## src/ecr_pkg.sv

```systemverilog
package ecr_pkg;

    // ****************************************************************
    // Register offsets.
    // ****************************************************************
    localparam logic [7:0] ADDR_LOGIC_FUNC = 8'h34;
    localparam logic [7:0] ADDR_LOGIC_FF = 8'h35;
    localparam logic [7:0] ADDR_LOGIC_EVENT = 8'h36;
    localparam logic [7:0] ADDR_SCAN_INTERVAL = 8'h37;
    localparam logic [7:0] ADDR_ROW_FUNC = 8'h38;
    localparam logic [7:0] ADDR_COL_FUNC = 8'h39;
    localparam logic [7:0] ADDR_ALT_FUNC = 8'h3a;
    localparam logic [7:0] ADDR_GENERAL = 8'h3b;
    localparam logic [7:0] ADDR_IRQ_ENABLE = 8'h3c;
    localparam logic [7:0] ADDR_STATUS = 8'h3f;

    // ****************************************************************
    // Writable bit masks; reserved bits are zero here.
    // ****************************************************************
    localparam logic [7:0] MASK_LOGIC_FUNC = 8'h07;
    localparam logic [7:0] MASK_LOGIC_FF = 8'h03;
    localparam logic [7:0] MASK_LOGIC_EVENT = 8'h07;
    localparam logic [7:0] MASK_SCAN_INTERVAL = 8'h03;
    localparam logic [7:0] MASK_ROW_FUNC = 8'h3f;
    localparam logic [7:0] MASK_COL_FUNC = 8'h1f;
    localparam logic [7:0] MASK_ALT_FUNC = 8'hed;
    localparam logic [7:0] MASK_GENERAL = 8'he3;
    localparam logic [7:0] MASK_IRQ_ENABLE = 8'h17;
    localparam logic [7:0] RESET_VALUE = 8'h00;

    // ****************************************************************
    // Field positions.
    // ****************************************************************
    localparam int FLIPFLOP_SET_BIT_POS = 1;
    localparam int FLIPFLOP_CLEAR_BIT_POS = 0;
    localparam int DBNC_BYPASS_POS = 2;
    localparam int EVENT_EN_POS = 1;
    localparam int ACTIVE_LEVEL_POS = 0;
    localparam int PULL_SEL_POS = 7;
    localparam int COL4_RESET_POS = 6;
    localparam int ROW4_RESET_POS = 5;
    localparam int ROW3_ALT_LSB = 2;
    localparam int ROW0_LOGIC_POS = 0;
    localparam int BASE_OSCILLATOR_ENABLE_POS = 7;
    localparam int CORE_DIV_LSB = 5;
    localparam int IRQ_CLEAR_MODE_POS = 1;
    localparam int RESET_RESPONSE_POS = 0;
    localparam int IEN_LOGIC_POS = 4;
    localparam int IEN_OVERFLOW_POS = 2;
    localparam int IEN_INPUT_POS = 1;
    localparam int IEN_KEY_POS = 0;

    // ****************************************************************
    // Encodings.
    // ****************************************************************
    localparam logic [1:0] ROW3_LOGIC_IN = 2'h1;
    localparam logic [1:0] ROW3_PWM_OUT = 2'h2;
    localparam logic [2:0] FUNC_FLIPFLOP = 3'h4;

    // ****************************************************************
    // Timing.
    // ****************************************************************
    localparam int CLK_HZ = 10_000_000;
    localparam int SCAN_STEP_MS = 10;
    localparam int SCAN_STEP_CYCLES = CLK_HZ / 1000 * SCAN_STEP_MS;
    localparam int IRQ_GAP_US = 50;
    localparam int IRQ_GAP_CYCLES = (CLK_HZ / 1_000_000) * IRQ_GAP_US;
    localparam int CORE_KHZ_50 = 50;
    localparam int CORE_KHZ_100 = 100;
    localparam int CORE_KHZ_200 = 200;
    localparam int CORE_KHZ_500 = 500;
    localparam int DBNC_CORE_TICKS = 3;

endpackage

```

## src/ecr_regs.sv

```systemverilog
// Design decision made here: the plain strobed port.
`timescale 1ns/1ps
module ecr_regs #(
    parameter int SCAN_STEP = ecr_pkg::SCAN_STEP_CYCLES
) (
    // Clock and reset.
    input wire logic clk_sys,
    input wire logic nrst,
    // Register port.
    input wire logic [7:0] reg_addr,
    input wire logic [7:0] reg_wdata,
    input wire logic reg_wr,
    input wire logic reg_rd,
    output logic [7:0] reg_rdata,
    // Pins, asynchronous to clk_sys.
    input wire logic logic_in_a,
    input wire logic logic_in_b,
    input wire logic row3_pin_in,
    input wire logic rst_pin_n,
    // Interrupt sources and clear from the rest of the core.
    input wire logic key_event_flag,
    input wire logic overflow_flag,
    input wire logic input_change_flag,
    input wire logic irq_clear,
    // Logic block results.
    output logic logic_output,
    output logic logic_event,
    // Pin function steering.
    output logic [5:0] row_key_mode,
    output logic [4:0] col_key_mode,
    output logic row_pull_strong,
    output logic col4_reset_two_select,
    output logic row4_reset_one_select,
    output logic row3_logic_in_select,
    output logic row3_pwm_select,
    output logic row0_logic_out_select,
    // Clocking, scanning, reset and interrupt line.
    output logic base_oscillator_enable,
    output logic core_tick,
    output logic scan_tick,
    output logic device_reset,
    output logic irq_n
);

    // ****************************************************************
    // Storage.
    // ****************************************************************
    logic [7:0] logic_func, logic_ff_ctrl, logic_event_ctrl, scan_interval, row_func;
    logic [7:0] col_func, alt_func, general, irq_enable, core_cnt, next_rdata;
    logic logic_flipflop, logic_flag, logic_raw, logic_clean, logic_active_q;
    logic wr_ff, irq_pending, logic_sel, logic_active;
    logic [1:0] sync_a, sync_b, sync_c, sync_rst, dbnc_cnt;
    logic [17:0] scan_cnt;
    logic [2:0] scan_step_cnt;
    logic [9:0] gap_cnt;

    // Core tick period in clk_sys cycles for a divider code.
    function automatic logic [7:0] core_period(input logic [1:0] code);
        int khz;
        khz = ecr_pkg::CORE_KHZ_50;
        unique case (code)
            2'h0: khz = ecr_pkg::CORE_KHZ_50;
            2'h1: khz = ecr_pkg::CORE_KHZ_100;
            2'h2: khz = ecr_pkg::CORE_KHZ_200;
            2'h3: khz = ecr_pkg::CORE_KHZ_500;
        endcase
        core_period = 8'((ecr_pkg::CLK_HZ / 1000) / khz);
    endfunction

    // ****************************************************************
    // Register writes.
    // ****************************************************************
    // reserved bits masked
    always_ff @(posedge clk_sys) begin
        if (!nrst) begin
            logic_func <= ecr_pkg::RESET_VALUE;
            logic_ff_ctrl <= ecr_pkg::RESET_VALUE;
            logic_event_ctrl <= ecr_pkg::RESET_VALUE;
            scan_interval <= ecr_pkg::RESET_VALUE;
            row_func <= ecr_pkg::RESET_VALUE;
            col_func <= ecr_pkg::RESET_VALUE;
            alt_func <= ecr_pkg::RESET_VALUE;
            general <= ecr_pkg::RESET_VALUE;
            irq_enable <= ecr_pkg::RESET_VALUE;
            row3_logic_in_select <= 1'b0;
            row3_pwm_select <= 1'b0;
        end else if (reg_wr) begin
            unique case (reg_addr)
                ecr_pkg::ADDR_LOGIC_FUNC:
                    logic_func <= reg_wdata & ecr_pkg::MASK_LOGIC_FUNC;
                ecr_pkg::ADDR_LOGIC_FF:
                    logic_ff_ctrl <= reg_wdata & ecr_pkg::MASK_LOGIC_FF;
                ecr_pkg::ADDR_LOGIC_EVENT:
                    logic_event_ctrl <= reg_wdata & ecr_pkg::MASK_LOGIC_EVENT;
                ecr_pkg::ADDR_SCAN_INTERVAL:
                    scan_interval <= reg_wdata & ecr_pkg::MASK_SCAN_INTERVAL;
                ecr_pkg::ADDR_ROW_FUNC:
                    row_func <= reg_wdata & ecr_pkg::MASK_ROW_FUNC;
                ecr_pkg::ADDR_COL_FUNC:
                    col_func <= reg_wdata & ecr_pkg::MASK_COL_FUNC;
                // row 3 decode, registered at the write.
                ecr_pkg::ADDR_ALT_FUNC: begin
                    alt_func <= reg_wdata & ecr_pkg::MASK_ALT_FUNC;
                    row3_logic_in_select <= reg_wdata[3:2] == ecr_pkg::ROW3_LOGIC_IN;
                    row3_pwm_select <= reg_wdata[3:2] == ecr_pkg::ROW3_PWM_OUT;
                end
                ecr_pkg::ADDR_GENERAL:
                    general <= reg_wdata & ecr_pkg::MASK_GENERAL;
                ecr_pkg::ADDR_IRQ_ENABLE:
                    irq_enable <= reg_wdata & ecr_pkg::MASK_IRQ_ENABLE;
                default: ;
            endcase
        end
    end

    // ****************************************************************
    // Register reads, data one cycle after the strobe.
    // ****************************************************************
    always_comb begin
        next_rdata = 8'h00;
        unique case (reg_addr)
            ecr_pkg::ADDR_LOGIC_FUNC: next_rdata = logic_func;
            ecr_pkg::ADDR_LOGIC_FF: next_rdata = logic_ff_ctrl;
            ecr_pkg::ADDR_LOGIC_EVENT: next_rdata = logic_event_ctrl;
            ecr_pkg::ADDR_SCAN_INTERVAL: next_rdata = scan_interval;
            ecr_pkg::ADDR_ROW_FUNC: next_rdata = row_func;
            ecr_pkg::ADDR_COL_FUNC: next_rdata = col_func;
            ecr_pkg::ADDR_ALT_FUNC: next_rdata = alt_func;
            ecr_pkg::ADDR_GENERAL: next_rdata = general;
            ecr_pkg::ADDR_IRQ_ENABLE: next_rdata = irq_enable;
            ecr_pkg::ADDR_STATUS: next_rdata = {4'h0, ~irq_n, logic_flag,
                                                logic_active_q, logic_flipflop};
            default: next_rdata = 8'h00;
        endcase
    end

    // Read data stands only in the cycle after the strobe, zero otherwise.
    always_ff @(posedge clk_sys) begin
        if (!nrst) begin
            reg_rdata <= 8'h00;
        end else begin
            reg_rdata <= reg_rd ? next_rdata : 8'h00;
        end
    end

    // ****************************************************************
    // Pin synchronisers.
    // ****************************************************************
    // Two stages each; only the second stage feeds logic.
    always_ff @(posedge clk_sys) begin
        if (!nrst) begin
            sync_a <= 2'h0;
            sync_b <= 2'h0;
            sync_c <= 2'h0;
            sync_rst <= 2'h3;
        end else begin
            sync_a <= {sync_a[0], logic_in_a};
            sync_b <= {sync_b[0], logic_in_b};
            sync_c <= {sync_c[0], row3_pin_in};
            sync_rst <= {sync_rst[0], rst_pin_n};
        end
    end

    // ****************************************************************
    // Logic block flip-flop.
    // ****************************************************************
    assign wr_ff = reg_wr && (reg_addr == ecr_pkg::ADDR_LOGIC_FF);

    // Clear is checked last so a write with both bits ends cleared.
    always_ff @(posedge clk_sys) begin
        if (!nrst) begin
            logic_flipflop <= 1'b0;
        end else if (wr_ff) begin
            if (reg_wdata[ecr_pkg::FLIPFLOP_SET_BIT_POS]) begin
                logic_flipflop <= 1'b1;
            end
            if (reg_wdata[ecr_pkg::FLIPFLOP_CLEAR_BIT_POS]) begin
                logic_flipflop <= 1'b0;
            end
        end
    end

    // ****************************************************************
    // Logic function and output.
    // ****************************************************************
    // function selector
    always_comb begin
        logic_sel = 1'b0;
        unique case (logic_func[2:0])
            3'h0: logic_sel = 1'b0;
            3'h1: logic_sel = sync_a[1] & sync_b[1];
            3'h2: logic_sel = sync_a[1] | sync_b[1];
            3'h3: logic_sel = sync_a[1] ^ sync_b[1];
            ecr_pkg::FUNC_FLIPFLOP: logic_sel = logic_flipflop;
            3'h5: logic_sel = sync_a[1];
            3'h6: logic_sel = sync_b[1];
            3'h7: logic_sel = row3_logic_in_select & sync_c[1];
        endcase
    end

    always_ff @(posedge clk_sys) begin
        if (!nrst) begin
            logic_raw <= 1'b0;
        end else begin
            logic_raw <= logic_sel;
        end
    end

    assign logic_output = logic_raw;

    // ****************************************************************
    // Core clock tick from the base oscillator.
    // ****************************************************************
    // oscillator gates core
    always_ff @(posedge clk_sys) begin
        if (!nrst) begin
            core_cnt <= 8'h00;
            core_tick <= 1'b0;
        end else if (!general[ecr_pkg::BASE_OSCILLATOR_ENABLE_POS]) begin
            core_cnt <= 8'h00;
            core_tick <= 1'b0;
        end else if (core_cnt >= core_period(general[6:5]) - 8'h01) begin
            core_cnt <= 8'h00;
            core_tick <= 1'b1;
        end else begin
            core_cnt <= core_cnt + 8'h01;
            core_tick <= 1'b0;
        end
    end

    // ****************************************************************
    // Debounce of the logic output, counted in core ticks.
    // ****************************************************************
    // A stopped oscillator freezes the debounced value; use bypass then.
    // debounce or bypass
    always_ff @(posedge clk_sys) begin
        if (!nrst) begin
            dbnc_cnt <= 2'h0;
            logic_clean <= 1'b0;
        end else if (logic_event_ctrl[ecr_pkg::DBNC_BYPASS_POS]) begin
            dbnc_cnt <= 2'h0;
            logic_clean <= logic_raw;
        end else if (logic_raw == logic_clean) begin
            dbnc_cnt <= 2'h0;
        end else if (core_tick) begin
            if (dbnc_cnt == 2'(ecr_pkg::DBNC_CORE_TICKS - 1)) begin
                dbnc_cnt <= 2'h0;
                logic_clean <= logic_raw;
            end else begin
                dbnc_cnt <= dbnc_cnt + 2'h1;
            end
        end
    end

    assign logic_active = logic_clean ~^ logic_event_ctrl[ecr_pkg::ACTIVE_LEVEL_POS];

    always_ff @(posedge clk_sys) begin
        if (!nrst) begin
            logic_active_q <= 1'b0;
            logic_event <= 1'b0;
        end else begin
            logic_active_q <= logic_active;
            logic_event <= logic_event_ctrl[ecr_pkg::EVENT_EN_POS] &&
                           (logic_active != logic_active_q);
        end
    end

    // Sticky logic flag; a new event beats a clear in the same cycle.
    always_ff @(posedge clk_sys) begin
        if (!nrst) begin
            logic_flag <= 1'b0;
        end else if (logic_event && logic_active_q) begin
            logic_flag <= 1'b1;
        end else if (irq_clear) begin
            logic_flag <= 1'b0;
        end
    end

    // ****************************************************************
    // Scan interval timer.
    // ****************************************************************
    // interval in 10 ms steps
    always_ff @(posedge clk_sys) begin
        if (!nrst) begin
            scan_cnt <= 18'h0;
            scan_step_cnt <= 3'h0;
            scan_tick <= 1'b0;
        end else if (scan_cnt != 18'(SCAN_STEP - 1)) begin
            scan_cnt <= scan_cnt + 18'h1;
            scan_tick <= 1'b0;
        end else if (scan_step_cnt >= {1'b0, scan_interval[1:0]}) begin
            scan_cnt <= 18'h0;
            scan_step_cnt <= 3'h0;
            scan_tick <= 1'b1;
        end else begin
            scan_cnt <= 18'h0;
            scan_step_cnt <= scan_step_cnt + 3'h1;
            scan_tick <= 1'b0;
        end
    end

    // ****************************************************************
    // Pin function steering, straight from register bits.
    // ****************************************************************
    // row duty
    assign row_key_mode = row_func[5:0];
    assign col_key_mode = col_func[4:0];
    assign row_pull_strong = alt_func[ecr_pkg::PULL_SEL_POS];
    assign col4_reset_two_select = alt_func[ecr_pkg::COL4_RESET_POS];
    assign row4_reset_one_select = alt_func[ecr_pkg::ROW4_RESET_POS];
    assign row0_logic_out_select = alt_func[ecr_pkg::ROW0_LOGIC_POS];
    assign base_oscillator_enable = general[ecr_pkg::BASE_OSCILLATOR_ENABLE_POS];

    // ****************************************************************
    // External reset pin response.
    // ****************************************************************
    // The bank itself is not reset by this, so the mask bit survives.
    // reset response
    always_ff @(posedge clk_sys) begin
        if (!nrst) begin
            device_reset <= 1'b0;
        end else begin
            device_reset <= !sync_rst[1] && !general[ecr_pkg::RESET_RESPONSE_POS];
        end
    end

    // ****************************************************************
    // Interrupt line.
    // ****************************************************************
    // per source enables
    assign irq_pending = (logic_flag & irq_enable[ecr_pkg::IEN_LOGIC_POS]) |
                         (overflow_flag & irq_enable[ecr_pkg::IEN_OVERFLOW_POS]) |
                         (input_change_flag & irq_enable[ecr_pkg::IEN_INPUT_POS]) |
                         (key_event_flag & irq_enable[ecr_pkg::IEN_KEY_POS]);

    always_ff @(posedge clk_sys) begin
        if (!nrst) begin
            gap_cnt <= 10'h0;
        end else if (irq_clear && irq_pending && general[ecr_pkg::IRQ_CLEAR_MODE_POS]) begin
            gap_cnt <= 10'(ecr_pkg::IRQ_GAP_CYCLES);
        end else if (gap_cnt != 10'h0) begin
            gap_cnt <= gap_cnt - 10'h1;
        end
    end

    // The line is low while a source is pending and no gap runs.
    always_ff @(posedge clk_sys) begin
        if (!nrst) begin
            irq_n <= 1'b1;
        end else if (irq_clear && irq_pending && general[ecr_pkg::IRQ_CLEAR_MODE_POS]) begin
            irq_n <= 1'b1;
        end else begin
            irq_n <= !(irq_pending && (gap_cnt <= 10'h1));
        end
    end

endmodule

```

## config.mk

```make
export PLATFORM = sky130hd
export DESIGN_NAME = ecr_regs
export DESIGN_NICKNAME = d
export VERILOG_FILES = /design/src/ecr_pkg.sv /design/src/ecr_regs.sv
export SDC_FILE = /design/constraint.sdc
export NUM_CORES = 1
export LEC_CHECK = 0
export CORE_MARGIN = 2
export CORE_UTILIZATION = 60
export CTS_CLUSTER_SIZE = 10
export DETAILED_ROUTE_END_ITERATION = 8
export DONT_BUFFER_PORTS = 1
export PLACE_DENSITY = 0.76
export SKIP_CTS_REPAIR_TIMING = 1
export SYNTH_ARGS = -nofsm -noshare
export SYNTH_HDL_FRONTEND = slang
export SYNTH_SLANG_ARGS = --single-unit
```

## constraint.sdc

```tcl
create_clock -name clk_sys -period 3.1 [get_ports clk_sys]
set_clock_uncertainty 0.1 [all_clocks]
set_input_delay 0.62 -clock clk_sys [delete_from_list [all_inputs] [get_ports clk_sys]]
set_output_delay 0.62 -clock clk_sys [all_outputs]
set_load 0.05 [all_outputs]
```

* Word-level counts from Yosys, hierarchy flattened
Cells that the tools add are included.
Widths: inputs -> output; s select.
** Word-level totals
- Flip-flop bits (word level) :: 105
- Input port bits :: 28
** Operators by class
- Add/subtract/negate cells :: 6
- Div/mod/pow operators :: 1
- $lt $le $gt $ge :: 3
- Equality and inequality tests :: 27
- Multiplexer cells :: 19
- Bitwise gates (word level) :: 15
- Reduce and logical (&&, ||, !) cells :: 36
** Operators by type and width (count)
- $pmux 32 s4 :: 1
- $eq 8x6->1 const B :: 10
- $pmux 8 s10 :: 1
- $mux 32 :: 2
- $div 15x32->32 const A :: 1
- $reduce_and 2->1 :: 13
- $add 18x1->18 const B :: 1
- $mux 9 :: 2
- $ne 18x17->1 const B :: 1
- $eq 3x3->1 const B :: 4
- $le 10x1->1 const B :: 1
- $mux 1 :: 10
- $reduce_bool 10->1 :: 1
- $reduce_bool 2->1 :: 5
- $sub 10x1->10 const B :: 1
- $add 8x1->8 const B :: 1
- $eq 2x2->1 const B :: 4
- $ge 8x8->1 :: 1
- $pmux 1 s8 :: 1
- $sub 8x1->8 const B :: 1
- $logic_and 1x1->1 :: 7
- $and 1x1->1 :: 6
- $eq 3x2->1 const B :: 2
- $reduce_or 3->1 :: 2
- other kinds (19) :: 28

* Logic depth before layout (Yosys ltp)
- Depth in word-level cells :: 8
- Gate-level depth with buffers :: 8
- Gate-level depth less buffers :: 8

* Worst setup path before layout
No wires, ideal clock.
- Path type :: register -> register
- Start :: register general[6]
- End :: register core_cnt[2]
- Library setup time :: 0.071 ns
- Data arrival time :: 1.972 ns
- Data required time :: 2.929 ns
- Slack :: 0.957 ns
- Stages on the path, launching flop included :: 9
- Path buffers :: 0
- Clock period less this slack :: 2.143 ns
- Cells stage by stage :: dfxtp_1 -> inv_1 -> ha_1 -> inv_1 -> ha_1 -> a21o_1 -> a221oi_1 -> o2111ai_1 -> nor2_1
** Between the ends
- Longest elaborated chain between the ends :: 8
- Elaborated cells between the ends (all ways) :: 11
- Classes of those cells :: add/sub (1); div (1); order compare (1); eq/ne (3); mux (3); reduce/logical (2)
** Ends and longest elaborated chain
- start, declared :: RTL line ecr_regs.sv:49 : logic [7:0] col_func, alt_func, general, irq_enable, core_cnt, next_rdata;
- start signal, assigned :: RTL line ecr_regs.sv:83 : general <= ecr_pkg::RESET_VALUE;
- start signal, assigned :: RTL line ecr_regs.sv:108 : general <= reg_wdata & ecr_pkg::MASK_GENERAL;
- $eq 2x2->1 (tied with other cells) :: RTL line ecr_regs.sv:61 : unique case (code)
- $pmux 32 s4 (*) :: RTL line ecr_regs.sv:61
- $mux 32 (*) :: RTL line ecr_regs.sv:219 : end else if (!general[ecr_pkg::BASE_OSCILLATOR_ENABLE_POS]) begin
- $mux 32 (*) :: RTL line ecr_regs.sv:216 : if (!nrst) begin
- $div 15x32->32 (*) :: RTL line ecr_regs.sv:67 : core_period = 8'((ecr_pkg::CLK_HZ / 1000) / khz);
- $sub 8x1->8 (*) :: RTL line ecr_regs.sv:222 : end else if (core_cnt >= core_period(general[6:5]) - 8'h01) begin
- $ge 8x8->1 (*) :: RTL line ecr_regs.sv:222
- $reduce_or 3->1 (no line) (*)
- end signal, assigned :: RTL line ecr_regs.sv:226 : core_cnt <= core_cnt + 8'h01;
- end, declared :: RTL line ecr_regs.sv:49
Every way passes the cells marked *; elsewhere a longest branch is shown, timed or not. The select of a mux whose other input is x is not followed.
A chain may end at the register's enable or synchronous reset.

* Final worst setup path
- Start :: register general[6]
- End :: register core_cnt[4]
Same word-level chain as after synthesis.

==> results <==
- The run finished with clean final reports.
- The maximum level of the CTS H-tree is 3.
- The diode insertion count for antenna repair is 0.
- The count of unique library cells instantiated by Yosys is 62.
- The total nets after synthesis is 589.
- The average via count per standard cell is 5.98.
- Summed over all layers, the global routing overflow is 0.
- The initial utilization of the core area, before any placement, comes to 0.612.
- Along the worst hold path, the cell count comes to 1.
- The number of clock sinks seen by CTS is 105.
- Dividing the final minimum period by the clock period gives 0.803.
- The leakage power of the design is 1.88 nW.
- The floorplan die height is 94.9 µm.
- The area growth from synthesis to layout is 5.15%.
- The core area is 0.00809 mm².
- The main flop type after synthesis is dfxtp_1.
- For the pin with the worst max-slew slack, the measured transition is 0.679 ns.
- TritonCTS built the clock tree.
- During placement, the flow inserted port buffers numbering 0.
- The later pin in the worst-skew pair is clocked with a latency of 0.37 ns.
- The critical path class is reg2reg.
- The endpoint of the most critical register-to-register path is core_cnt[4]$_SDFF_PP0_.
- The total power is 0.00283 W.
- The half-perimeter wire length after detailed placement is 7470 µm.
- The initial antenna violation count is 0.
- The number of max-cap violations is 0.
- The CTS buffer count is 9.
- The startpoint kind of the worst setup timing path is a flip-flop.
- Setup repair after global routing left no endpoint under its margin.
- The congestion estimate from routability-driven global placement came to 0.945.
- The count of cells along the worst register-to-register path is 8.
- The worst slack at placement is 0.662 ns.
- Static timing analysis puts the maximum clock frequency at 0.402 GHz.
- The power density relative to cell area is 543 mW/mm².
- The number of warning messages in the yosys log is 0.
- The routed design could run at a clock period as short as 2.49 ns.
- The first global-routing pass estimated 17200 µm of wire.
- The count of vias placed by the detailed router is 3807.
- The final setup TNS is 0 ns.
- Entering global routing, the biggest net connects 49 pins.
- The cell count after synthesis came out at 539.
- The worst stage delay on the critical path is 0.46 ns.
- The number of global-route vias before repair is 3556.
- The number of synthesized flops with an enable pin is 0.
- The number of optimization iterations in the first detailed-route pass is 5.
- The final setup violation count is 0.
- The area of the die is 0.00900 mm².
- In this run the worst path has a maximum fanout of 8.
- Ranked by total cell area, the synthesized netlist is headed by dfxtp_1 (42%), mux2i_1 (8.7%), nor2_1 (5.8%), ha_1 (5.6%), xnor2_1 (3.0%).
- The worst hold path terminates at reg_rdata[4]$_SDFF_PN0_.
- The min-delay analysis places its worst path in the category in2reg.
- The register-to-register setup slack is 0.61 ns.
- The hold violation count in the final report was 0.
- The share of post-route cells with drive strength above 1 is 0.0620.
- The number of nets in the finished design is 577.
- The signal on the critical path passes through inv_1, ha_1, inv_1, ha_1, a21o_1, a221oi_1, o2111ai_1, nor2_1.
- The max-slew violation total from the final report is 0.
- The largest total area in the synthesized netlist belongs to dfxtp_1.
- The sequential cell area fraction in the yosys report is 0.424.
- The launch point of the worst reg-to-reg path is general[6]$_SDFFE_PN0P_.
- The starting DRC count in detailed routing is 178.
- The start point of the worst min-delay path is reg_addr[1].
- STA classifies the critical path endpoint as a flip-flop.
- Grouping stages by cell kind, the critical path spends the most delay in compound AO/OA/AOI/OAI gates.
- The number of standard-cell rows in the floorplan is 33.
- CTS placed an instance of clkbuf_8 at the clock tree root.
- The mean post-synth cell area is 9.19 µm².
- Of all flip-flops after synthesis, the portion carrying an async set or reset was 0.
- Dividing the detail-routed wire length by the instance count gives 16.7 µm.
- The post-route worst setup slack is 0.611 ns.
- The number of buffer and inverter stages on the critical path is 2.
- The clock transition at the registers of the reported paths is 0.10 ns.
- The die is 94.9 µm wide.
- The arrival time of data at the critical path endpoint is 2.68 ns.
- For the worst setup path, the data required time is 3.29 ns.
- The routed wire length is 10600 µm.
- In this run the cell area of the synthesized design comes to 0.00495 mm².
- Counting flops and latches in the post-synthesis netlist gives 105.
- In this run the remaining antenna-violating nets after routing total 0.
- The tightest slew margin relative to the limit is 0.547.
- 60 I/O pins were placed.
- The number of buffers between clock root and the deepest sink is 2.
- Of the post-synthesis cell area, the dominant cell type holds 0.424.
- The cell with the largest stage delay on the worst path is dfxtp_1.
- The post-route DRC violation count is 0.
- The total track usage is 0.244.
- VDD sags by at most 302 µV.
==> cell usage after synthesis, types with 2 or more instances <==
master	n
mux2i_1	43
a21o_1	2
nor2_1	76
o22a_1	2
mux2_2	5
a22oi_1	2
and2_1	9
nand3b_1	5
a31oi_1	4
o2111ai_1	2
nand3_1	15
or3_1	6
nand4_1	13
nor3b_1	3
o21ai_0	5
o21a_1	3
nor2b_1	4
nor3_1	13
xnor2_1	17
buf_1	2
a211oi_1	3
nor3_2	4
buf_2	5
nand2b_1	8
nor4_1	8
inv_1	23
a22o_1	2
clkbuf_1	15
o31a_1	3
and3_1	5
xor2_1	11
nand4b_1	3
a221oi_1	4
ha_1	22
a21oi_1	21
or4_1	3
nand2_1	39
dfxtp_1	105
==> state kept, by name, summed over array words and instances, names as in the netlist, 3 cells and up <==
name	count
logic_event_ctrl	3
irq_enable	4
row_func	6
core_cnt	8
alt_func	6
reg_rdata	8
logic_func	3
scan_cnt	18
general	5
gap_cnt	10
col_func	5
scan_step_cnt	3
==> cell families (layout without fill, tap and decap cells) <==
group           Yosys count  after routing  share of synthesized area
buf+inv                  48             41                     0.0402
flops                   105            105                      0.424
simple gates            221            221                      0.234
xor+xnor                 29             29                     0.0528
compound gates           65             65                     0.0907
fa+ha+maj                22             22                     0.0556
mux                      49             49                      0.103
==> worst max path at each step <==
stage | cells past startpoint | slack, ns | endpoint | from
after floorplan | 8 | 0.96 | core_cnt[2]$_SDFF_PP0_ | general[6]$_SDFFE_PN0P_
after global placement | 8 | 0.80 | core_cnt[3]$_SDFF_PP0_ | general[6]$_SDFFE_PN0P_
after detailed placement | 8 | 0.66 | core_cnt[4]$_SDFF_PP0_ | general[6]$_SDFFE_PN0P_
after CTS | 8 | 0.58 | core_cnt[4]$_SDFF_PP0_ | general[6]$_SDFFE_PN0P_
after global routing | 8 | 0.37 | core_cnt[4]$_SDFF_PP0_ | general[6]$_SDFFE_PN0P_
final | 8 | 0.61 | core_cnt[4]$_SDFF_PP0_ | general[6]$_SDFFE_PN0P_
==> placed cells by master (no fill, tap or decap), types with 5 or more instances in the layout <==
master    count
nand3b_1      5
nand3_1      15
xor2_1       11
nand2b_1      8
nand2_1      39
and3_1        5
clkbuf_8     10
mux2i_1      43
xnor2_1      17
nand4_1      13
nor2_1       76
and2_1        9
dfxtp_1     105
o21ai_0       5
nor3_1       13
mux2_2        5
a21oi_1      21
ha_1         22
inv_1        23
nor4_1        8
or3_1         6
==> metal layers <==
layer	track usage	wire length (µm)	part of all wire
met3	0.0607	671	0.063
met4	0.0870	192	0.018
met5	0	0	0
met2	0.402	5050	0.48
met1	0.311	4700	0.44
==> layout make-up <==
cell class | count | area [µm²]
Sequential cell | 105 | 2100
Inverter | 23 | 86.3
Fill cell | 690 | 2880
Tap cell | 105 | 131
Clock inverter | 4 | 76.3
Multi-Input combinational cell | 386 | 2650
Clock buffer | 12 | 145
Timing Repair Buffer | 2 | 15.0
==> report_power, final <==
part | total [W] | internal (W) | switching, W
clock | 0.000938 | 0.000480 | 0.000458
sequential | 0.00147 | 0.00141 | 0.0000597
combinational | 0.000423 | 0.000192 | 0.000231
==> per-stage QoR <==
| stage | instance area, µm² | cells | hold WS (ns) | util |
|---|---|---|---|---|
| 4_1_cts | 5210 | 637 | 0.202 | 0.644 |
| 2_1_floorplan | 4950 | 539 | 0.267 | - |
| 6_report | 5210 | 637 | 0.224 | 0.644 |
| 5_1_grt | 5210 | 637 | 0.206 | 0.644 |
| 3_5_place_dp | 4990 | 621 | 0.284 | 0.616 |
| 3_3_place_gp | 4990 | 621 | 0.270 | 0.616 |
Power figures use the tool's default switching activity.
